**src/gp789_pkg.sv**
```systemverilog
// Functional notes
// - First port pin-read returns live pin level for inputs, zero for outputs.
// - Second port has two pins, each with its own direction bit.
// - Second port pins feed timer inputs, or carry pulse/PWM outputs when selected.
// - Third port has two pins with own direction, shared with UART lines.
// - Third port outputs choose open-drain or push-pull per pin; open-drain never drives high.
// - Third port pull-up acts only in input mode or open-drain output.
// - Input-mode pin level goes to its peripheral input (first-port pin 4 has none) and the pin-read register.
`default_nettype none

package gp789_pkg;

    // Printed offsets are register indices; the byte address is four times the index
    localparam int unsigned IDX_W = 14;
    typedef logic [IDX_W-1:0] gp789_idx_t;

    localparam gp789_idx_t IDX_P7_LATCH = 14'h0007;
    localparam gp789_idx_t IDX_P8_LATCH = 14'h0008;
    localparam gp789_idx_t IDX_P9_LATCH = 14'h0009;
    localparam gp789_idx_t IDX_P7_READ = 14'h0014;
    localparam gp789_idx_t IDX_P8_READ = 14'h0015;
    localparam gp789_idx_t IDX_P9_READ = 14'h0016;
    localparam gp789_idx_t IDX_P7_DIR = 14'h0f21;
    localparam gp789_idx_t IDX_P8_DIR = 14'h0f22;
    localparam gp789_idx_t IDX_P9_DIR = 14'h0f23;
    localparam gp789_idx_t IDX_P9_PULLUP = 14'h0f30;
    localparam gp789_idx_t IDX_P7_FC = 14'h0f3b;
    localparam gp789_idx_t IDX_P8_FC = 14'h0f3c;
    localparam gp789_idx_t IDX_P9_FC = 14'h0f3d;
    localparam gp789_idx_t IDX_P9_DRIVE = 14'h0f4a;

    localparam int unsigned P7_W = 8;
    localparam int unsigned P8_W = 2;
    localparam int unsigned P9_W = 2;
    localparam int unsigned P7_FC_W = 5;

    // Bit positions of the first port's secondary functions
    localparam int unsigned P7_POS_PULSE = 0;
    localparam int unsigned P7_POS_TIMER_A = 2;
    localparam int unsigned P7_POS_DIVIDER = 4;
    localparam int unsigned P7_POS_EXT_INT = 5;

    localparam logic [7:0] RST_LATCH = 8'h00;
    localparam logic [7:0] RST_CTRL = 8'h00;

    typedef struct packed {
        logic [P7_W-1:0] port7_output_latch;
        logic [P8_W-1:0] port8_output_latch;
        logic [P9_W-1:0] port9_output_latch;
        logic [P7_W-1:0] port7_direction;
        logic [P8_W-1:0] port8_direction;
        logic [P9_W-1:0] port9_direction;
        logic [P7_FC_W-1:0] port7_function_select;
        logic [P8_W-1:0] port8_function_select;
        logic [P9_W-1:0] port9_function_select;
        logic [P9_W-1:0] port9_drive_type_select;
        logic [P9_W-1:0] port9_pullup_select;
    } gp789_regs_t;

    typedef struct packed {
        gp789_regs_t regs;
        logic [31:0] rdata;
        logic slverr;
        logic captured;
    } gp789_state_t;

    // Outputs of on-chip peripherals offered to the pins
    typedef struct packed {
        logic divider_output;
        logic [1:0] timer_a_pulse_output;
        logic [3:0] pulse_generator_output;
        logic [1:0] uart_tx;
    } gp789_periph_out_t;

    // Pin levels handed to on-chip peripherals
    typedef struct packed {
        logic [2:0] external_interrupt_line;
        logic [1:0] timer_a_input;
        logic [3:0] timer_counter_input;
        logic [1:0] uart_rx;
    } gp789_periph_in_t;

endpackage : gp789_pkg

`default_nettype wire

```
**src/gp789_pin_cell.sv**
```systemverilog
`default_nettype none

module gp789_pin_cell #(
    parameter bit OD_CAPABLE = 1'b0
) (
    input wire logic dir_in,
    input wire logic func_in,
    input wire logic latch_in,
    input wire logic periph_in,
    input wire logic open_drain_in,
    input wire logic pullup_sel_in,
    input wire logic pad_in,
    output logic pad_out,
    output logic pad_oe_out,
    output logic pull_en_out,
    output logic read_out,
    output logic to_periph_out
);

    logic drive;
    logic od;

    assign drive = func_in ? periph_in : latch_in;
    assign od = OD_CAPABLE & open_drain_in;
    assign pad_out = drive;
    // Open-drain only ever sinks: the high side stays off
    assign pad_oe_out = dir_in & (~od | ~drive);
    assign pull_en_out = OD_CAPABLE & pullup_sel_in & (~dir_in | od);
    // An open-drain output still reads the wire, which may be pulled low outside
    assign read_out = (~dir_in | od) & pad_in;
    assign to_periph_out = ~dir_in & pad_in;

endmodule : gp789_pin_cell

`default_nettype wire

```
**src/gp789_ports.sv**
```systemverilog
// The APB interface to the registers was chosen for this implementation.
`default_nettype none

module gp789_ports
    import gp789_pkg::*;
#(
    parameter int unsigned ADDR_W = 16
) (
    input wire logic CLK_SYS_IN,
    input wire logic ARST_N_IN,
    input wire logic CE_IN,
    input wire logic [ADDR_W-1:0] PADDR_IN,
    input wire logic PSEL_IN,
    input wire logic PENABLE_IN,
    input wire logic PWRITE_IN,
    input wire logic [31:0] PWDATA_IN,
    input wire logic [3:0] PSTRB_IN,
    output logic [31:0] PRDATA_OUT,
    output logic PREADY_OUT,
    output logic PSLVERR_OUT,
    input wire logic [P7_W-1:0] P7_PIN_IN,
    output logic [P7_W-1:0] P7_PIN_OUT,
    output logic [P7_W-1:0] P7_PIN_OE_OUT,
    input wire logic [P8_W-1:0] P8_PIN_IN,
    output logic [P8_W-1:0] P8_PIN_OUT,
    output logic [P8_W-1:0] P8_PIN_OE_OUT,
    input wire logic [P9_W-1:0] P9_PIN_IN,
    output logic [P9_W-1:0] P9_PIN_OUT,
    output logic [P9_W-1:0] P9_PIN_OE_OUT,
    output logic [P9_W-1:0] P9_PULLUP_EN_OUT,
    input wire gp789_periph_out_t PERIPH_OUT_IN,
    output gp789_periph_in_t PERIPH_IN_OUT
);

    if (ADDR_W < IDX_W + 2) begin : g_addr_check
        $error("ADDR_W too narrow for the register map");
    end

    gp789_state_t st;
    gp789_state_t next_st;

    logic xfer_done;
    logic hit;
    logic [7:0] read_mux;
    gp789_idx_t reg_idx;
    logic addr_hi_zero;

    logic [P7_W-1:0] p7_read;
    logic [P7_W-1:0] p7_to_periph;
    logic [P7_W-1:0] p7_periph;
    logic [P7_W-1:0] p7_func;
    logic [P8_W-1:0] p8_read;
    logic [P8_W-1:0] p8_to_periph;
    logic [P9_W-1:0] p9_read;
    logic [P9_W-1:0] p9_to_periph;
    logic [P7_W-1:0] unused_pull7;
    logic [P8_W-1:0] unused_pull8;

    // Secondary outputs per pin; the top three pins have none
    assign p7_periph = {3'h0, PERIPH_OUT_IN.divider_output,
        PERIPH_OUT_IN.timer_a_pulse_output, PERIPH_OUT_IN.pulse_generator_output[1:0]};
    assign p7_func = {3'h0, st.regs.port7_function_select};

    // Pins without a secondary output simply follow the latch
    for (genvar i = 0; i < P7_W; i++) begin : g_p7
        gp789_pin_cell #(.OD_CAPABLE(1'b0)) u_cell (
            .dir_in(st.regs.port7_direction[i]),
            .func_in(p7_func[i]),
            .latch_in(st.regs.port7_output_latch[i]),
            .periph_in(p7_periph[i]),
            .open_drain_in(1'b0),
            .pullup_sel_in(1'b0),
            .pad_in(P7_PIN_IN[i]),
            .pad_out(P7_PIN_OUT[i]),
            .pad_oe_out(P7_PIN_OE_OUT[i]),
            .pull_en_out(unused_pull7[i]),
            .read_out(p7_read[i]),
            .to_periph_out(p7_to_periph[i])
        );
    end

    for (genvar i = 0; i < P8_W; i++) begin : g_p8
        gp789_pin_cell #(.OD_CAPABLE(1'b0)) u_cell (
            .dir_in(st.regs.port8_direction[i]),
            .func_in(st.regs.port8_function_select[i]),
            .latch_in(st.regs.port8_output_latch[i]),
            .periph_in(PERIPH_OUT_IN.pulse_generator_output[2+i]),
            .open_drain_in(1'b0),
            .pullup_sel_in(1'b0),
            .pad_in(P8_PIN_IN[i]),
            .pad_out(P8_PIN_OUT[i]),
            .pad_oe_out(P8_PIN_OE_OUT[i]),
            .pull_en_out(unused_pull8[i]),
            .read_out(p8_read[i]),
            .to_periph_out(p8_to_periph[i])
        );
    end

    for (genvar i = 0; i < P9_W; i++) begin : g_p9
        gp789_pin_cell #(.OD_CAPABLE(1'b1)) u_cell (
            .dir_in(st.regs.port9_direction[i]),
            .func_in(st.regs.port9_function_select[i]),
            .latch_in(st.regs.port9_output_latch[i]),
            .periph_in(PERIPH_OUT_IN.uart_tx[i]),
            .open_drain_in(st.regs.port9_drive_type_select[i]),
            .pullup_sel_in(st.regs.port9_pullup_select[i]),
            .pad_in(P9_PIN_IN[i]),
            .pad_out(P9_PIN_OUT[i]),
            .pad_oe_out(P9_PIN_OE_OUT[i]),
            .pull_en_out(P9_PULLUP_EN_OUT[i]),
            .read_out(p9_read[i]),
            .to_periph_out(p9_to_periph[i])
        );
    end

    always_comb begin
        PERIPH_IN_OUT.external_interrupt_line = p7_to_periph[P7_W-1:P7_POS_EXT_INT];
        PERIPH_IN_OUT.timer_a_input = p7_to_periph[P7_POS_TIMER_A+1:P7_POS_TIMER_A];
        PERIPH_IN_OUT.timer_counter_input = {p8_to_periph,
            p7_to_periph[P7_POS_PULSE+1:P7_POS_PULSE]};
        PERIPH_IN_OUT.uart_rx = p9_to_periph;
    end

    // Address decode: word index plus a check that no bit above the map is set
    assign reg_idx = PADDR_IN[IDX_W+1:2];
    assign addr_hi_zero = (PADDR_IN >> (IDX_W + 2)) == '0;

    always_comb begin
        hit = addr_hi_zero;
        read_mux = 8'h00;
        case (reg_idx)
            IDX_P7_LATCH: read_mux = st.regs.port7_output_latch;
            IDX_P8_LATCH: read_mux = {6'h00, st.regs.port8_output_latch};
            IDX_P9_LATCH: read_mux = {6'h00, st.regs.port9_output_latch};
            IDX_P7_READ: read_mux = p7_read;
            IDX_P8_READ: read_mux = {6'h00, p8_read};
            IDX_P9_READ: read_mux = {6'h00, p9_read};
            IDX_P7_DIR: read_mux = st.regs.port7_direction;
            IDX_P8_DIR: read_mux = {6'h00, st.regs.port8_direction};
            IDX_P9_DIR: read_mux = {6'h00, st.regs.port9_direction};
            IDX_P9_PULLUP: read_mux = {6'h00, st.regs.port9_pullup_select};
            IDX_P7_FC: read_mux = {3'h0, st.regs.port7_function_select};
            IDX_P8_FC: read_mux = {6'h00, st.regs.port8_function_select};
            IDX_P9_FC: read_mux = {6'h00, st.regs.port9_function_select};
            IDX_P9_DRIVE: read_mux = {6'h00, st.regs.port9_drive_type_select};
            default: hit = 1'b0;
        endcase
    end

    // The access phase waits for a sample taken with the clock enabled, so a
    // read never returns data from a frozen cycle
    assign xfer_done = PSEL_IN & PENABLE_IN & st.captured & CE_IN;
    assign PREADY_OUT = xfer_done;
    assign PSLVERR_OUT = xfer_done & st.slverr;
    assign PRDATA_OUT = st.rdata;

    always_comb begin
        next_st = st;
        if (CE_IN) begin
            if (PSEL_IN && !xfer_done) begin
                next_st.captured = 1'b1;
                next_st.rdata = {24'h000000, read_mux};
                next_st.slverr = !hit;
            end
            if (xfer_done) begin
                next_st.captured = 1'b0;
                // Only byte lane 0 carries register bits
                if (PWRITE_IN && PSTRB_IN[0] && !st.slverr) begin
                    case (reg_idx)
                        IDX_P7_LATCH: next_st.regs.port7_output_latch = PWDATA_IN[P7_W-1:0];
                        IDX_P8_LATCH: next_st.regs.port8_output_latch = PWDATA_IN[P8_W-1:0];
                        IDX_P9_LATCH: next_st.regs.port9_output_latch = PWDATA_IN[P9_W-1:0];
                        IDX_P7_DIR: next_st.regs.port7_direction = PWDATA_IN[P7_W-1:0];
                        IDX_P8_DIR: next_st.regs.port8_direction = PWDATA_IN[P8_W-1:0];
                        IDX_P9_DIR: next_st.regs.port9_direction = PWDATA_IN[P9_W-1:0];
                        IDX_P9_PULLUP: next_st.regs.port9_pullup_select = PWDATA_IN[P9_W-1:0];
                        IDX_P7_FC: next_st.regs.port7_function_select = PWDATA_IN[P7_FC_W-1:0];
                        IDX_P8_FC: next_st.regs.port8_function_select = PWDATA_IN[P8_W-1:0];
                        IDX_P9_FC: next_st.regs.port9_function_select = PWDATA_IN[P9_W-1:0];
                        IDX_P9_DRIVE: next_st.regs.port9_drive_type_select = PWDATA_IN[P9_W-1:0];
                        default: next_st.regs = st.regs;
                    endcase
                end
            end
        end
    end

    always_ff @(posedge CLK_SYS_IN or negedge ARST_N_IN) begin
        if (!ARST_N_IN) begin
            // Every pin comes up as an input with its latch low
            st.regs.port7_output_latch <= RST_LATCH[P7_W-1:0];
            st.regs.port8_output_latch <= RST_LATCH[P8_W-1:0];
            st.regs.port9_output_latch <= RST_LATCH[P9_W-1:0];
            st.regs.port7_direction <= RST_CTRL[P7_W-1:0];
            st.regs.port8_direction <= RST_CTRL[P8_W-1:0];
            st.regs.port9_direction <= RST_CTRL[P9_W-1:0];
            st.regs.port7_function_select <= RST_CTRL[P7_FC_W-1:0];
            st.regs.port8_function_select <= RST_CTRL[P8_W-1:0];
            st.regs.port9_function_select <= RST_CTRL[P9_W-1:0];
            st.regs.port9_drive_type_select <= RST_CTRL[P9_W-1:0];
            st.regs.port9_pullup_select <= RST_CTRL[P9_W-1:0];
            st.rdata <= 32'h00000000;
            st.slverr <= 1'b0;
            st.captured <= 1'b0;
        end else begin
            st <= next_st;
        end
    end
endmodule : gp789_ports

`default_nettype wire

```
**config.mk**
```make
export PLATFORM = sky130hd
export DESIGN_NAME = gp789_ports
export DESIGN_NICKNAME = d
export VERILOG_FILES = /design/src/gp789_pkg.sv /design/src/gp789_pin_cell.sv /design/src/gp789_ports.sv
export SDC_FILE = /design/constraint.sdc
export NUM_CORES = 1
export LEC_CHECK = 0
export BUFFER_PORTS_ARGS = -buffer_cell sky130_fd_sc_hd__buf_2
export CORE_ASPECT_RATIO = 0.8
export CORE_UTILIZATION = 47
export CTS_CLUSTER_SIZE = 16
export DETAILED_ROUTE_END_ITERATION = 8
export GPL_TIMING_DRIVEN = 0
export HOLD_SLACK_MARGIN = 0.08
export MAX_ROUTING_LAYER = met4
export PLACE_DENSITY = 0.86
export RECOVER_POWER = 25
export SYNTH_ARGS = -nofsm -noshare
export SYNTH_HDL_FRONTEND = slang
export SYNTH_SLANG_ARGS = --single-unit
```
**constraint.sdc**
```tcl
create_clock -name CLK_SYS_IN -period 2.3 [get_ports CLK_SYS_IN]
set_clock_uncertainty 0.05 [all_clocks]
set_input_delay 0.115 -clock CLK_SYS_IN [delete_from_list [all_inputs] [get_ports CLK_SYS_IN]]
set_output_delay 0.115 -clock CLK_SYS_IN [all_outputs]
set_load 0.05 [all_outputs]
```
==> results.md <==
- Worst vdd ir: 0.453 mV
- Final setup viols: 0
- Yosys top cell by area: dfrtp_1
- Starting Density: 49.3%
- Slew HR: 20.4%
- Routed WL per cell: 15.2 µm
- Via count: 2743
- Worst reg2reg setup slack: 200 ps
- Reg clk slew, reported paths: 90 ps
- Lkg Pwr: 2.10 nW
- Htree depth: 2
- Routed vias/inst: 5.11
- CP Launch Type: primary input
- Measured slew at the worst slew-check pin: 1190 ps
- Post-synth EDFFs: 0
- Total CTS buffers: 5
- First-pass GRT wire length: 12.3 mm
- CP Data Arrival Time: 2310 ps
- Mapped cell area: 0.00319 mm²
- Synth Flop Type: dfrtp_1
- Crit path top cell by count: buf_2
- Nets@finish: 531
- Dpl hpwl: 6.18 mm
- Synth top area share: 36.8%
- Sequential area share after synthesis: 36.8%
- Drt pass-1 iters: 5
- Gr usage total: 23.8%
- CTS tree: built
- Final Hold Vio Count: 0
- Status: complete, no violations
- Drc violations: 0
- Syn Inst Count: 316
- Post-route ant nets: 0
- Gr ovfl total: 0
- Die H: 75.7 µm
- Drt first-iter violations: 193
- Final instance area: 0.00409 mm²
- Vias in the first global route: 2468
- Pwr Density: 502 mW/mm²
- Share of cells above drive strength 1: 47.9%
- Final Max Slew Viols: 0
- F_max: 0.459 GHz
- Highest fanout seen on the critical path: 8
- Netlist cell types: 52
- RSZ-0062 raised after global routing: no
- Final wirelength: 8.18 mm
- Largest net degree at the start of global routing: 48
- Num rows: 26
- Syn_area_per_cell: 10.1 µm²
- I/O Buffers: 95
- Core footprint: 0.00647 mm²
- Warnings, synthesis: 0
- TNS Setup: 0 ps
- Max Cap Viol: 0
- Hold Path Class: primary input to register
- CTS Sinks: 47
- RD Place Congestion: 0.876
- Min Tclk post-route: 2180 ps
- Placed inst area: 0.00386 mm²
- Max stage delay on crit path: 540 ps
- CTS root buf: clkbuf_8
- Tcrit/Tclk final: 94.6%
- Post-CTS setup buffers: 0
- Area delta synth->final: 28.2%
- Setup Crit Path Kind: primary input to register
- CP required: 2430 ps
- I/O pin count: 150
- CP max-delay cell: dlygate4sd3_1
- Antenna violations before repair: 0
- Die width: 94.2 µm
- Die area: 0.00713 mm²
- CP Cell Sequence: dlygate4sd3_1 -> buf_2 -> nand2_1 -> nor2_2 -> nand2_2 -> or4_1 -> buf_2 -> mux2_2
- Antenna diode count: 0
- Synth area leaders: dfrtp_1 37%, mux2_2 18%, buf_4 16%
- Post-synth ARST share: 100%
- Fin util: 63.2%
- Worst-skew pair later-pin latency: 300 ps
- Crit path capture type: register
- Synth Register Bits: 47
- Maximum clock insertion buffer count: 2
## layer usage
metal	global-route usage, %	wire (µm)
met2	37.5	3790
met4	4.79	34
met3	5.29	852
met5	-	0
met1	31.6	3510
## path summary, 6_finish.rpt
check / start / end / depth (start not counted)
hold / removal: P7_PIN_IN[5] / PRDATA_OUT[5] / 4
hold reg to reg: PRDATA_OUT[4] / PRDATA_OUT[4] / 2
min in group asynchronous: ARST_N_IN / st[35] / 2
setup reg to reg: st[0] / st[52] / 6
setup / recovery: PSEL_IN / st[52] / 8
max in group asynchronous: ARST_N_IN / st[64] / 2
## through the flow
stage	total power, mW	hold slack [ps]	setup WS (ps)	cells
after global routing	2.15	191	16.9	537
after floorplan	1.22	-231	12.1	339
after detailed placement	1.33	314	-329	518
after global placement	1.33	297	-289	518
after CTS	2.07	168	85.2	537
final	2.06	169	124	537
## synth_stat cells, types with 4 or more instances
master     n
nand2_1   23
nand3_1    8
nor3_1     4
nor4_1     6
nor2b_1   14
mux2_2    50
a21oi_1    5
buf_4     69
a222oi_1   4
dfrtp_1   47
nor2_1    19
and2_1     4
## power by group
| part | switching (mW) | internal (mW) |
|---|---|---|
| Sequential | 0.0184 | 0.849 |
| Clock | 0.286 | 0.433 |
| Combinational | 0.315 | 0.155 |
| Total | 0.620 | 1.44 |
## state kept, by name, summed over array words and instances, names as in the netlist
signal,cells
st,34
PRDATA_OUT,8
p7_func,5
## layout by cell type (no fill, tap or decap), types with 3 or more instances in the layout
master,n
mux2_2,50
dfrtp_1,47
nor2b_1,14
buf_6,3
nand3_1,8
nand2_1,22
a31oi_1,3
nor2_1,18
clkbuf_8,5
a22oi_1,3
conb_1,24
nor3_1,4
and2_1,4
a222oi_1,4
clkbuf_1,28
nor3b_1,3
nand2b_1,3
o21ai_0,3
nor4_1,5
dlygate4sd3_1,11
a21oi_1,5
nand4_1,3
buf_4,69
buf_2,71
## logic make-up (layout without fill, tap and decap cells)
logic type	count (synthesis)	in the layout	synth area share (%)
AND/OR/NAND/NOR	104	104	18.4
buffers and inverters	78	192	18.1
multiplexers	51	51	17.9
flip-flops	47	47	36.8
AO/OA/AOI/OAI	34	34	8.31
adder cells (fa/ha/maj)	1	1	0.313
other	1	24	0.117
## critical path: cells and delay by family
| family | cells | cell delay, ps |
|---|---|---|
| buffers and inverters | 3 | 890 |
| AND/OR/NAND/NOR | 4 | 1000 |
| multiplexers | 1 | 290 |
## layout make-up
cell class                      count  area [µm²]
Inverter                            1        3.75
Fill cell                         590        2380
Timing Repair Buffer              106         553
Sequential cell                    47        1180
Buffer                             77         574
Multi-Input combinational cell    214        1550
Tap cell                           84         105
Clock buffer                        5        68.8
Clock inverter                      3        67.6
## repair_timing
item,4_1_cts,5_1_grt
resized for setup,1,2
setup endpoints to repair,16,8
hold buffers,11,0
endpoints found under the hold margin,65,0
No activity file was read; power rests on OpenSTA's default activity.
